### src/sdr_pkg.sv
// shared constants and types for the serial dma request logic
package sdr_pkg;
	// ==========================================================
	// timing
	localparam int CLK_NS     = 40;                              // bus clock period
	localparam int TX_UPD_NS  = 120;                             // delayed register update
	localparam int TX_UPD_CYC = (TX_UPD_NS + CLK_NS - 1) / CLK_NS; // least time, rounded up
	// ==========================================================
	// sizes
	localparam int CHAR_W    = 8;                                // one character
	localparam int RXQ_DEPTH = 32;                               // receive queue words
	// ==========================================================
	// transfer mode field, bits d7..d5 held as [2:0]
	localparam int MODE_EN_BIT   = 2;                            // d7: enable
	localparam int MODE_FUNC_BIT = 1;                            // d6: request, not wait
	localparam logic [2:0] MODE_RX_DMA  = 3'h7;                  // receive request, enabled
	localparam logic [2:0] MODE_TX_DMA  = 3'h6;                  // transmit request, enabled
	localparam logic [2:0] MODE_RX_SEL  = 3'h3;                  // receive request, not enabled
	localparam logic       PIN_IDLE     = 1'h1;                  // request pins idle high
	// ==========================================================
	// types
	typedef enum logic [1:0] {SDR_TGT_OTHER, SDR_TGT_TXBUF, SDR_TGT_RXBUF} sdr_tgt_t;
	typedef enum logic [1:0] {SDR_RXI_OFF, SDR_RXI_FIRST_SPECIAL, SDR_RXI_ALL,
		SDR_RXI_SPECIAL_ONLY} sdr_rxi_t;
	typedef struct packed {
		logic              start;        // strobe falling edge, pulse
		logic              done;         // access completed, pulse
		logic              wr;           // write, else read
		sdr_tgt_t          tgt;          // addressed buffer
		logic [CHAR_W-1:0] data;         // write data
	} sdr_acc_t;
	typedef struct packed {
		logic [2:0] xfer_mode;           // transfer mode register d7..d5
		logic       dtr_req_en;          // dedicated pin request function
		logic       dtr_level;           // tx control register d7
		logic       bof;                 // bit_oriented_framing selected
		logic       ext_access;          // external status control d0
		logic       early_deact;         // extended feature d4
		sdr_rxi_t   rxi;                 // receive interrupt mode
	} sdr_cfg_t;
	typedef struct packed {
		logic              special;      // special receive condition
		logic [CHAR_W-1:0] data;         // character
	} sdr_rxch_t;
endpackage

### src/sdr_dma_req.sv
// receive queue and dma request logic for one serial channel
//Function
//- dedicated tx request holds through buffer write
//- registers update cycles after access completes
//- dedicated tracks full; shared pin drops early
//- framing, d0, d4 give dedicated early drop
//- d7 d6 d5 ones select receive request
//- selected but disabled drives shared pin high
//- enabling asserts at once if character waiting
//- receive request ignores receiver disable
//- low from arrival until character read
//- one falling edge per requested character
//- special character locks queue head until reset in stop-on-special modes
//- hold request high while queue locked
//- error reset resumes tracking receive buffer
//- receive buffer read strobe raises request
//- dedicated pin off: inverted level, high after reset
`timescale 1ns/100ps

// ============================================================
// receive queue
module sdr_fifo #(
	parameter int W     = 9,             // word width
	parameter int DEPTH = 32             // words, power of two
) (
	// clock and reset
	input  wire logic         i_clk,
	input  wire logic         i_rst_b,
	// filling side
	input  wire logic         i_in_valid,
	input  wire logic [W-1:0] i_in_data,
	output logic              o_in_ready,
	// draining side
	output logic              o_out_valid,
	output logic [W-1:0]      o_out_data,
	input  wire logic         i_out_ready
);
	localparam int AW = $clog2(DEPTH);
	if (DEPTH < 2 || (DEPTH & (DEPTH - 1)) != 0)
	begin : g_bad_depth
		$error("sdr_fifo depth must be a power of two");
	end
	typedef struct packed {
		logic [DEPTH-1:0][W-1:0] mem;    // storage
		logic [AW-1:0]           wp;     // write pointer
		logic [AW-1:0]           rp;     // read pointer
		logic [AW:0]             cnt;    // words held
	} sdr_fifo_st_t;
	sdr_fifo_st_t f_q, f_d;
	logic push, pop;

	// honest flags straight from the count
	assign o_in_ready  = (f_q.cnt != (AW + 1)'(DEPTH));
	assign o_out_valid = (f_q.cnt != '0);
	assign o_out_data  = f_q.mem[f_q.rp];
	assign push        = i_in_valid & o_in_ready;
	assign pop         = o_out_valid & i_out_ready;

	// next state
	always_comb
	begin
		f_d = f_q;
		if (push)
		begin
			f_d.mem[f_q.wp] = i_in_data;
			f_d.wp          = f_q.wp + 1'b1;
		end
		if (pop)
			f_d.rp = f_q.rp + 1'b1;
		f_d.cnt = f_q.cnt + (AW + 1)'(push) - (AW + 1)'(pop);
	end

	// state register
	always_ff @(posedge i_clk or negedge i_rst_b)
	begin
		if (!i_rst_b)
			f_q <= '0;
		else
			f_q <= f_d;
	end
endmodule // sdr_fifo

// ============================================================
// request pins and buffers
module sdr_dma_req #(
	parameter int UPD_CYC = sdr_pkg::TX_UPD_CYC // register update delay
) (
	// clock and reset
	input  wire logic                    i_clk,
	input  wire logic                    i_rst_b,
	// host access and configuration
	input  wire sdr_pkg::sdr_acc_t       i_acc,
	input  wire sdr_pkg::sdr_cfg_t       i_cfg,
	input  wire logic                    i_err_reset,
	output logic [sdr_pkg::CHAR_W-1:0]   o_rd_data,
	// receiver side
	input  wire logic                    i_rx_valid,
	input  wire sdr_pkg::sdr_rxch_t      i_rx_char,
	output logic                         o_rx_ready,
	// transmitter side
	input  wire logic                    i_tx_take,
	output logic                         o_tx_full,
	output logic [sdr_pkg::CHAR_W-1:0]   o_tx_data,
	// request pins
	output logic                         o_dtr_req_b,
	output logic                         o_wreq_b,
	output logic                         o_wreq_oe
);
	import sdr_pkg::*;
	localparam int CW = $clog2(UPD_CYC + 1);
	localparam int ASSERT_UPD = UPD_CYC;
	if (UPD_CYC < 2)
	begin : g_bad_upd
		$error("sdr_dma_req update delay below two cycles");
	end

	// ========================================================
	// state
	typedef struct packed {
		logic [CHAR_W-1:0] tx_data;      // transmit_buffer contents
		logic              tx_full;      // transmit_buffer full
		logic              tx_pend;      // write under way, not landed
		logic              upd_busy;     // delayed update running
		logic [CW-1:0]     upd_cnt;      // cycles left for update
		logic [CHAR_W-1:0] upd_data;     // character waiting to land
		logic              rd_pend;      // receive_buffer read under way
		logic              lock_hold;    // locked special char read
		logic              rx_ready;     // queue accepts a character
		logic [CHAR_W-1:0] rd_data;      // read data to host
		logic              dtr_b;        // dedicated pin
		logic              wreq_b;       // shared pin
		logic              wreq_oe;      // shared pin driven
	} sdr_st_t;
	sdr_st_t s_q, s_d;

	sdr_rxch_t rxq_head;                 // receive_buffer
	logic      rxq_valid;                // receive_buffer holds a char
	logic      rxq_in_ready;             // queue room
	logic      pop;                      // remove head
	logic      early_opt;                // dedicated pin drops early
	logic      lock_mode;                // stop-on-special modes
	logic      tx_wr_start, tx_wr_done, rx_rd_start, rx_rd_done;

	// ========================================================
	// receive queue, head is the receive_buffer
	sdr_fifo #(
		.W     ($bits(sdr_rxch_t)),
		.DEPTH (RXQ_DEPTH)
	) u_rxq (
		.i_clk       (i_clk),
		.i_rst_b     (i_rst_b),
		.i_in_valid  (i_rx_valid),
		.i_in_data   (i_rx_char),
		.o_in_ready  (rxq_in_ready),
		.o_out_valid (rxq_valid),
		.o_out_data  (rxq_head),
		.i_out_ready (pop)
	);

	// access decode
	assign tx_wr_start = i_acc.start & i_acc.wr & (i_acc.tgt == SDR_TGT_TXBUF);
	assign tx_wr_done  = i_acc.done & i_acc.wr & (i_acc.tgt == SDR_TGT_TXBUF);
	assign rx_rd_start = i_acc.start & ~i_acc.wr & (i_acc.tgt == SDR_TGT_RXBUF);
	assign rx_rd_done  = i_acc.done & ~i_acc.wr & (i_acc.tgt == SDR_TGT_RXBUF);
	assign early_opt   = i_cfg.bof & i_cfg.ext_access & i_cfg.early_deact;
	assign lock_mode   = (i_cfg.rxi == SDR_RXI_FIRST_SPECIAL) ||
		(i_cfg.rxi == SDR_RXI_SPECIAL_ONLY);

	// ========================================================
	// next state
	always_comb
	begin
		s_d = s_q;
		pop = 1'b0;
		// transmitter drains first, so a landing write wins
		if (i_tx_take)
			s_d.tx_full = 1'b0;
		// shared pin anticipates the fill from strobe onward
		if (tx_wr_start)
			s_d.tx_pend = 1'b1;
		// buffer itself is written only after the access
		if (tx_wr_done)
		begin
			s_d.upd_busy = 1'b1;
			s_d.upd_cnt  = CW'(UPD_CYC - 1);
			s_d.upd_data = i_acc.data;
		end
		else if (s_q.upd_busy)
		begin
			if (s_q.upd_cnt == CW'(1))
			begin
				s_d.tx_data  = s_q.upd_data;
				s_d.tx_full  = 1'b1;
				s_d.tx_pend  = 1'b0;
				s_d.upd_busy = 1'b0;
			end
			else
				s_d.upd_cnt = s_q.upd_cnt - CW'(1);
		end
		// receive read: strobe raises request, end removes char
		if (rx_rd_start)
		begin
			s_d.rd_pend = 1'b1;
			s_d.rd_data = rxq_valid ? rxq_head.data : '0;
		end
		if (rx_rd_done)
		begin
			s_d.rd_pend = 1'b0;
			// special char stays at the head, queue locked
			if (rxq_valid && rxq_head.special && lock_mode)
				s_d.lock_hold = 1'b1;
			else
				pop = rxq_valid;
		end
		else if (i_err_reset && s_q.lock_hold)
		begin
			// unlock: discard the char already read
			s_d.lock_hold = 1'b0;
			pop           = rxq_valid;
		end
		s_d.rx_ready = rxq_in_ready;
		// shared pin: released in wait modes, driven in request modes
		s_d.wreq_oe = i_cfg.xfer_mode[MODE_FUNC_BIT];
		if (i_cfg.xfer_mode == MODE_RX_DMA)
			// tracks the head even with the receiver off
			s_d.wreq_b = ~(rxq_valid & ~pop & ~s_d.rd_pend & ~s_d.lock_hold);
		else if (i_cfg.xfer_mode == MODE_TX_DMA)
			s_d.wreq_b = s_d.tx_full | s_d.tx_pend;
		else
			s_d.wreq_b = PIN_IDLE;
		// dedicated pin
		if (!i_cfg.dtr_req_en)
			s_d.dtr_b = ~i_cfg.dtr_level;
		else if (early_opt)
			s_d.dtr_b = s_d.tx_full | s_d.tx_pend;
		else
			// waits for the landed update, lingers through the write
			s_d.dtr_b = s_d.tx_full;
	end

	// state register, pins idle high
	always_ff @(posedge i_clk or negedge i_rst_b)
	begin
		if (!i_rst_b)
		begin
			s_q        <= '0;
			s_q.dtr_b  <= PIN_IDLE;
			s_q.wreq_b <= PIN_IDLE;
		end
		else
			s_q <= s_d;
	end

	// outputs, all from flops
	assign o_rd_data   = s_q.rd_data;
	assign o_rx_ready  = s_q.rx_ready;
	assign o_tx_full   = s_q.tx_full;
	assign o_tx_data   = s_q.tx_data;
	assign o_dtr_req_b = s_q.dtr_b;
	assign o_wreq_b    = s_q.wreq_b;
	assign o_wreq_oe   = s_q.wreq_oe;
endmodule // sdr_dma_req

### config.mk
export PLATFORM = sky130hd
export DESIGN_NAME = sdr_dma_req
export DESIGN_NICKNAME = d
export VERILOG_FILES = /design/src/sdr_pkg.sv /design/src/sdr_dma_req.sv
export SDC_FILE = /design/constraint.sdc
export NUM_CORES = 1
export LEC_CHECK = 0
export CAP_MARGIN = 20
export CORE_AREA = 2 2 143 284
export CTS_BUF_LIST = sky130_fd_sc_hd__clkbuf_16
export DETAILED_ROUTE_END_ITERATION = 8
export DIE_AREA = 0 0 145 286
export DONT_BUFFER_PORTS = 1
export HOLD_SLACK_MARGIN = 0.03
export PLACE_DENSITY_LB_ADDON = 0.3
export SYNTH_ARGS = -nofsm -noshare
export SYNTH_HDL_FRONTEND = slang
export SYNTH_SLANG_ARGS = --single-unit
### constraint.sdc
create_clock -name i_clk -period 4.1 [get_ports i_clk]
set_input_delay 0.82 -clock i_clk [delete_from_list [all_inputs] [get_ports i_clk]]
set_output_delay 0.82 -clock i_clk [all_outputs]
set_load 0.05 [all_outputs]
### Word level (Yosys, flattened, before mapping)

Cells that the tools add are included.

* add/subtract/negate cells: 5
* magnitude comparators: 3
* equal/unequal tests: 9
* multiplexer cells: 25
* bitwise logic cells: 23
* reduce and logical (&&, ||, !) cells: 9

Operator list (count)
* 288-bit bitwise mux: 1
* 9-bit binary-select mux with 5-bit select: 1
* 9-bit demux with 5-bit select: 1
* 9-bit two-way mux: 2
* 1-bit AND: 15
* 1-bit two-way mux: 14
* 5-bit by 6-bit less-than comparator with 1-bit output (second input constant): 2
* 5-bit by 1-bit adder with 5-bit output (second input constant): 2
* 8-bit two-way mux: 1
* 1-bit NOT: 7
* 6-bit by 1-bit adder with 6-bit output: 1
* 2-bit by 1-bit == test with 1-bit output (second input constant): 3
* 3-bit == test (second input constant): 2
* 3-bit two-way mux: 2
* 6-bit != test (second input constant): 1
* 6-bit nonzero test: 1
* 6-bit by 1-bit subtractor with 6-bit output: 1
* 5-bit by 1-bit greater-or-equal comparator with 1-bit output (second input constant): 1
* 5-bit two-way mux: 1
* 2-bit == test (second input constant): 2
* 1-bit logical AND: 4
* 2-bit two-way mux: 2
* 3-bit AND reduction: 1
* 2-bit != test (second input constant): 1
* other kinds (5): 5

* flip-flop bits (word level): 339
* input port bits: 37
* output and inout bits: 21
* word-level logic and storage cells: 122

### Logic depth before layout (Yosys ltp)

Gate-level depths: netlist (run 1).

* depth in word-level cells: 12
* mapped depth: 16
* gate-level depth less buffers: 16

### By module

From an unflattened synthesis (run 1), not the netlist that was laid out.

* cells, all modules: 1064
* area, all modules: 15727.6 µm²

Modules (own cells, without submodules)
* sdr_fifo: times used 1, cells each 931, area each 14122.3 µm², seq. area each 7607.3 µm²
* sdr_dma_req: times used 1, cells each 133, area each 1605.3 µm², seq. area each 878.3 µm²

### Worst setup path before layout (run 1)

No wires, ideal clock.

* kind: input-to-reg
* start point: input i_acc[10] (netlist bit)
* end point: register u_rxq.f_q[4] (netlist bit)
* library setup time: 0.122 ns
* data arrival time: 2.843 ns
* data required time: 3.978 ns
* setup slack: 1.135 ns
* stages on the path: 14
* buffers on the path: 0
* path through: nor3b_1 nand4_1 a41oi_2 a21oi_2 ha_1 inv_1 ha_1 inv_1 fa_1 inv_1 a21oi_1 nor2_1 nor2_1 xnor2_1

RTL lines
* start: declaration: RTL line sdr_dma_req.sv:92 `input wire sdr_pkg::sdr_acc_t i_acc,`
* end signal: assignment: RTL line sdr_dma_req.sv:77 `f_q <= '0;`
* end signal: assignment: RTL line sdr_dma_req.sv:79 `f_q <= f_d;`
* end: declaration: RTL line sdr_dma_req.sv:49 `sdr_fifo_st_t f_q, f_d;`

==> results.yml, run 1 <==
run_status:
  outcome: "finished, final reports clean"
synth:
  netlist_area_pre_place_um2: 15500
  synth_nets: 1047
  synth_seq_area_share: 0.549
  share_of_yosys_cell_area_claimed_by_the_top_area_cell_type: 0.545
  netlist-cell-type-count: 44
  area_fraction_in_compound_gates_after_synthesis: 0.0142
  synth_seq_cells: 339
  xor_xnor_share_of_the_synthesized_area: 0.00680
  largest_family_of_logic_cells_by_synthesized_area: "multiplexers"
  synth_most_common_cell: "sky130_fd_sc_hd__dfrtp_1"
  synth_area_leader_cell: "sky130_fd_sc_hd__dfrtp_1"
  syn-instance-count: 994
  ys.warnings.count: 0
  synth.area.mux_share: 0.357
  synth_area_leaders: "sky130_fd_sc_hd__dfrtp_1 (55%), sky130_fd_sc_hd__mux2_2 (22%), sky130_fd_sc_hd__mux4_2 (12%)"
  commonest_cells_in_the_synthesized_netlist: "sky130_fd_sc_hd__dfrtp_1 (337), sky130_fd_sc_hd__mux2_2 (309), sky130_fd_sc_hd__mux4_2 (83)"
  avgSynthCellArea_um2: 15.6
  post_synth_and_or_nand_nor_area_fraction: 0.0304
  postSynth.topFlopCell: "sky130_fd_sc_hd__dfrtp_1"
  postSynth.asyncResetShare: 1.00
  number_of_synthesized_flops_with_an_enable_pin: 0
  synth-adder-area-share: 0.0134
sta:
  period_needed_ps: 3500
  final.setup_skew_ps: 16.8
  final_max_slew_viol_count: 0
  final.period_utilization: 0.855
  rsz0062_at_grt: "no"
  hold_viol: 0
  fmax_mhz: 285
  timing.setup.tns_ps: 0
  timing.final.setup_violations: 0
  hold_slack_ps: 9.07
  tightest_slew_ps: 854
  slew-limit-headroom: 0.431
worst_setup_path:
  worst-r2r-setup-slack_ps: 600
  cp.arrival_ps: 3960
  endpoint_kind: "flop"
  timing.critical_path.fanout_max: 25
  timing.critical_path.slowest_cell_delay_ps: 680
  critical_path_class: "reg -> reg"
  worstReg2RegEnd: "u_rxq.f_q[4]$_DFF_PN0_"
  worst_r2r_path_depth: 14
  critical_path.slowest_cell: "sky130_fd_sc_hd__dfrtp_4"
  required_arrival_time_at_the_worst_endpoint_ps: 4550
  cpMostUsedCell: "sky130_fd_sc_hd__inv_1"
  crit_path_end: "u_rxq.f_q[4]$_DFF_PN0_"
  rr_startpoint: "u_rxq.f_q[7]$_DFFE_PN0P_"
  worst_setup_path_start_kind: "flop"
  worstPathCellList: "mux4_1 > a22oi_2 > a41oi_2 > a21oi_2 > ha_1 > inv_1 > ha_1 > inv_1 > fa_1 > inv_1 > a21oi_1 > nor2_1 > nor2_1 > xnor2_1"
  startpoint: "u_rxq.f_q[7]$_DFFE_PN0P_"
routing:
  dr_total_vias: 8163
  route.detailed.drc: 0
  wl_met2_um: 20000
  ant_nets: 0
  detail_route.iter0.violations: 341
  wl_met1_um: 12700
  vias_per_cell: 5.44
  met3WireLength_um: 1100
  drtPass1Iterations: 4
  dr.max_layer_used: "met4"
  routed_wire_length_per_instance_um: 23.0
  route.final.wire_length_um: 34600
layout:
  share_of_cells_above_drive_strength_1: 0.453
  final-seq-area_um2: 8490
  layout.filler_cells: 3535
  antenna_cells_inserted: 0
  multi_input_comb_area_um2: 6520
  nNetsFinal: 1010
  final_cell_count_no_fill: 1501
  area_growth_from_synthesis_to_layout_pct: 7.72
place:
  dpl.hpwl_um: 23100
  numPlacedInstances: 1450
  port_buffers: 0
  routability_congestion_estimate_from_global_placement: 0.769
power:
  power_switching_share: 0.316
  total_leakage_power_nw: 7.51
  ir_drop_mv: 0.241
  power.combinational.fraction: 0.339
  internal-power_mw: 8.73
  power_density_nw_per_um2: 767
  proportion_of_power_drawn_by_the_clock_network: 0.199
  seqPwrFrac: 0.462
  p_sw_mw: 4.04
global_routing:
  first_global_vias: 8762
  globalRouteTotalUtil: 0.170
  initial_antenna_violation_count: 0
  largest_net_degree_at_the_start_of_global_routing: 340
  grt.overflow.total: 0
  grt_pass1_wl_um: 53900
cts:
  htree_num_levels: 1
  cts_post_setup_buffers_inserted: 0
  clock_tree.root_cell: "sky130_fd_sc_hd__clkbuf_16"
  tritoncts.num_buffers: 29
  cts_tree: "built"
  clkSlewWorstSetupHoldPaths_ps: 70
  clock_sinks: 339
  clk-insertion-delay-late_ps: 560
  cts.path.max_buffers: 3
  post_cts.resized_instances: 0
job:
  drv.max_cap_violation_count: 0
floorplanning:
  initial_core_utilization: 0.393
  fp.dieW_um: 145
  dieArea_um2: 41500
  io_pins: 58
  design.core.area_um2: 39300
  num_rows: 103
  die_h_um: 286
hold_path:
  hold_path.class: "in -> async"
==> worst min-delay path by stage <==
| stage | cells past startpoint | end | start | slack, ps |
|---|---|---|---|---|
| 6_report | 0 | u_rxq.f_q[65]$_DFFE_PN0P_ | i_rst_b | 9 |
| 5_1_grt | 0 | u_rxq.f_q[65]$_DFFE_PN0P_ | i_rst_b | -30 |
| 4_1_cts | 0 | u_rxq.f_q[14]$_DFFE_PN0P_ | i_rst_b | -50 |
| 3_5_place_dp | 1 | u_rxq.f_q[184]$_DFFE_PN0P_ | u_rxq.f_q[184]$_DFFE_PN0P_ | 490 |
| 3_3_place_gp | 2 | s_q[12]$_DFF_PN0_ | s_q[12]$_DFF_PN0_ | 480 |
| 2_1_floorplan | 2 | o_rd_data[0]$_DFFE_PN0P_ | o_rd_data[0]$_DFFE_PN0P_ | 460 |
==> through the flow <==
stage               utilization  worst slack (ps)  instance area [um^2]  total power, mW
floorplan                     -              1130                 15500             9.36
global placement          0.402               632                 15800             10.2
detailed placement        0.402               582                 15800             10.4
CTS                       0.423               559                 16600             12.9
global route              0.424               375                 16700             13.5
finish                    0.424               596                 16700             12.8
==> final cells by class <==
type,instances,area share
clock buffers,29,0.0436
clock inverters,21,0.00653
inverters,16,0.00360
multi-input cells,561,0.391
flip-flops and latches,339,0.510
well taps,525,0.0394
repair buffers,10,0.00571
==> cells in the final DEF (no fill, tap or decap), types with 3 or more instances in the layout <==
| cell | n |
|---|---|
| sky130_fd_sc_hd__mux2i_1 | 9 |
| sky130_fd_sc_hd__nor2_1 | 6 |
| sky130_fd_sc_hd__a21oi_1 | 7 |
| sky130_fd_sc_hd__nor3b_1 | 5 |
| sky130_fd_sc_hd__mux2_2 | 309 |
| sky130_fd_sc_hd__xor2_1 | 6 |
| sky130_fd_sc_hd__dfrtp_1 | 335 |
| sky130_fd_sc_hd__xnor2_1 | 6 |
| sky130_fd_sc_hd__nor3_1 | 3 |
| sky130_fd_sc_hd__buf_4 | 9 |
| sky130_fd_sc_hd__o21ai_1 | 8 |
| sky130_fd_sc_hd__mux4_1 | 3 |
| sky130_fd_sc_hd__nand4_1 | 4 |
| sky130_fd_sc_hd__inv_1 | 25 |
| sky130_fd_sc_hd__ha_1 | 15 |
| sky130_fd_sc_hd__and3b_1 | 4 |
| sky130_fd_sc_hd__mux4_2 | 83 |
| sky130_fd_sc_hd__nor2b_1 | 3 |
| sky130_fd_sc_hd__nand2_1 | 57 |
| sky130_fd_sc_hd__clkinv_2 | 3 |
| sky130_fd_sc_hd__nand3_1 | 3 |
| sky130_fd_sc_hd__clkinv_1 | 8 |
| sky130_fd_sc_hd__clkbuf_16 | 29 |
| sky130_fd_sc_hd__and3_1 | 6 |
==> worst max-delay path, delay by kind of cell, from the launching register on <==
kind,cells,cell delay (ps)
adders and majority gates,3,840
AOI/OAI and AO/OA,4,780
DFF,1,680
muxes,1,640
buffers and inverters,3,180
and+or+nand+nor,2,150
xor gates and xnor gates,1,110
==> cells by family after synthesis <==
logic type,count (synthesis)
multiplexers,404
flip-flops,339
AND/OR/NAND/NOR,97
buffers and inverters,94
AO/OA/AOI/OAI,32
adder cells (fa/ha/maj),16
XOR/XNOR,12
==> sequential cells by signal, indices dropped and copies added, names as in the netlist <==
signal	count
o_wreq_oe	1
o_rd_data	8
o_tx_data	8
o_wreq_b	1
o_dtr_req_b	1
o_tx_full	1
o_rx_ready	1
u_rxq.f_q	304
s_q	14
==> layer usage <==
metal,vias up,track usage
met2,137,0.338
met3,47,0.0226
li1,3566,-
met1,4413,0.185
met4,0,0.0485
met5,-,0
==> power by group through the flow <==
| stage | sequential [mW] | clock (mW) | combinational, mW |
|---|---|---|---|
| 2_1_floorplan | 5.32 | 0 | 4.04 |
| 3_3_place_gp | 5.88 | 0 | 4.31 |
| 3_5_place_dp | 5.97 | 0 | 4.40 |
| 4_1_cts | 5.90 | 2.62 | 4.41 |
| 5_1_grt | 6.08 | 2.75 | 4.70 |
| 6_report | 5.90 | 2.54 | 4.34 |
Power figures use the tool's default switching activity.
==> run 2, diff against run 1 <==
==> constraint.sdc (replaced) <==
create_clock -name i_clk -period 3.4 [get_ports i_clk]
set_input_delay 0.17 -clock i_clk [delete_from_list [all_inputs] [get_ports i_clk]]
set_output_delay 0.17 -clock i_clk [all_outputs]
set_load 0.05 [all_outputs]
==> run 2 against run 1 <==
The run now ends with hold timing left. Largest power group unchanged. Die area unchanged. Fmax grew 10%. Cell area rose by 3.7%. Non-clock buffer count rose by 54. Flip-flop and latch count did not move.
==> results.yml, run 2 (synthesis results as in run 1) <==
cts:
  clock_sinks: 339
  clkSlewWorstSetupHoldPaths_ps: 70
  clk-insertion-delay-late_ps: 560
  clock_tree.root_cell: "sky130_fd_sc_hd__clkbuf_16"
  ctsHoldBuffers: 42
  htree_num_levels: 1
  cts_tree: "built"
  cts.path.max_buffers: 3
  tritoncts.num_buffers: 29
sta:
  final.period_utilization: 0.934
  timing.setup.tns_ps: 0
  slew-limit-headroom: 0.165
  fmax_mhz: 315
  rsz0062_at_grt: "no"
  tightest_slew_ps: 1250
  timing.final.setup_violations: 0
  hold_viol: 339
  final_max_slew_viol_count: 0
  period_needed_ps: 3180
  hold_slack_ps: -671
  final.setup_skew_ps: 14.4
power:
  proportion_of_power_drawn_by_the_clock_network: 0.197
  internal-power_mw: 10.7
  p_sw_mw: 4.97
  total_leakage_power_nw: 7.78
  power_density_nw_per_um2: 908
  power.combinational.fraction: 0.352
  power_switching_share: 0.317
  ir_drop_mv: 0.431
  seqPwrFrac: 0.450
worst_setup_path:
  endpoint_kind: "flop"
  cp.arrival_ps: 3670
  critical_path_class: "reg -> reg"
  timing.critical_path.slowest_cell_delay_ps: 520
  worst_setup_path_start_kind: "flop"
  worstPathCellList: "buf_6 > mux4_2 > mux2i_1 > o211ai_1 > a21oi_2 > ha_1 > inv_1 > ha_1 > a21o_1 > a21oi_1 > o21bai_1 > a21oi_1 > xor2_1"
  timing.critical_path.fanout_max: 14
  required_arrival_time_at_the_worst_endpoint_ps: 3890
  critical_path.slowest_cell: "sky130_fd_sc_hd__mux4_2"
routing:
  ant_nets: 0
  route.detailed.drc: 0
  routed_wire_length_per_instance_um: 22.7
  detail_route.iter0.violations: 414
  route.final.wire_length_um: 35300
  vias_per_cell: 5.35
  drtPass1Iterations: 6
  dr_total_vias: 8332
place:
  numPlacedInstances: 1456
  dpl.hpwl_um: 23700
  routability_congestion_estimate_from_global_placement: 0.764
  port_buffers: 0
global_routing:
  grt.overflow.total: 0
  largest_net_degree_at_the_start_of_global_routing: 340
  first_global_vias: 8910
  globalRouteTotalUtil: 0.173
  grt_pass1_wl_um: 54900
  initial_antenna_violation_count: 1
layout:
  final_common_cell: "sky130_fd_sc_hd__dfrtp_1"
  antenna_cells_inserted: 0
  reg_top3: "u_rxq.f_q: 304 flops, s_q: 14 flops"
  nNetsFinal: 1064
  mostFrequentLayoutCells: "sky130_fd_sc_hd__dfrtp_1 (335), sky130_fd_sc_hd__mux2_2 (309), sky130_fd_sc_hd__mux4_2 (83), sky130_fd_sc_hd__nand2_1 (57), sky130_fd_sc_hd__dlygate4sd3_1 (37)"
  share_of_cells_above_drive_strength_1: 0.447
  final_cell_count_no_fill: 1558
  flip_flop_count_of_the_largest_register_after_layout: 304
  util_after_layout: 0.440
  reg_with_most_ffs: "u_rxq.f_q"
  area_growth_from_synthesis_to_layout_pct: 11.7
run_status:
  violated_checks: "hold timing"
  outcome: "finished, violations left"
floorplanning:
  fp.dieW_um: 145
  die_h_um: 286
  initial_core_utilization: 0.393
  dieArea_um2: 41500
  num_rows: 103
  io_pins: 58
  design.core.area_um2: 39300
job:
  drv.max_cap_violation_count: 0
hold_path:
  hold_path.class: "in -> async"
-- run 2: cell types whose count changed in the layout (fill, tap and decap cells not counted), sizes merged --
cell         delta
clkinv          +4
dlygate4sd3    +37
buf            +17
inv             -2
clkinvlp        +1
-- run 2: metal layers --
metal  GRT usage  up-vias  wire, um
met1       0.191     4485     13300
met4      0.0564        2       911
li1            -     3688         -
met3      0.0196       41       881
met2       0.339      116     20200
met5           0        -        11
-- run 2: path summary, 6_finish.rpt --
path	from	endpoint	slack, ps	cells past startpoint
worst min-delay path	i_rst_b	u_rxq.f_q[29]$_DFFE_PN0P_	-670	0
worst max-delay path	u_rxq.f_q[6]$_DFFE_PN0P_	u_rxq.f_q[5]$_DFF_PN0_	220	13
max in group asynchronous	i_rst_b	u_rxq.f_q[152]$_DFFE_PN0P_	3070	0
worst max register to register	u_rxq.f_q[6]$_DFFE_PN0P_	u_rxq.f_q[5]$_DFF_PN0_	220	13
min in group i_clk	i_acc[10]	s_q[13]$_DFF_PN0_	50	3
worst min register to register	u_rxq.f_q[38]$_DFFE_PN0P_	u_rxq.f_q[38]$_DFFE_PN0P_	500	1
-- run 2: repair_timing --
| item | in CTS | in global routing |
|---|---|---|
| setup endpoints to repair | 0 | 2 |
| buffers inserted | 0 | 3 |
| gates resized for setup | 0 | 1 |
| endpoints found under the hold margin | 648 | 339 |
-- run 2: area by class of cell --
| type | instances | area (um^2) |
|---|---|---|
| clock inverter | 24 | 126 |
| fill | 3490 | 22000 |
| tap | 525 | 657 |
| inverter | 16 | 60.1 |
| multi-input combinational | 561 | 6520 |
| sequential | 339 | 8490 |
| timing repair buffer | 64 | 694 |
| clock buffer | 29 | 726 |
-- run 2: through the flow --
step	setup WS [ps]	cell area (um^2)	total power, mW
after CTS	124	17200	15.8
after global placement	133	15800	12.3
after detailed placement	144	15800	12.6
after global routing	29.2	17300	16.6
final	224	17300	15.7
after floorplan	504	15500	11.3
-- run 2: worst max-delay path: cells and delay by family, from the launching register on --
kind                       cells  cell delay (ps)
AOI/OAI and AO/OA              6             1060
muxes                          2              690
adders and majority gates      2              500
DFF                            1              440
buffers and inverters          2              260
xor gates and xnor gates       1              150
-- run 2: power groups by stage --
stage	Sequential [mW]	Clock, mW	Combinational (mW)
global route	7.26	3.32	5.97
global placement	7.06	0	5.27
finish	7.06	3.09	5.53
CTS	7.07	3.18	5.58
detailed placement	7.16	0	5.41
floorplan	6.41	0	4.87
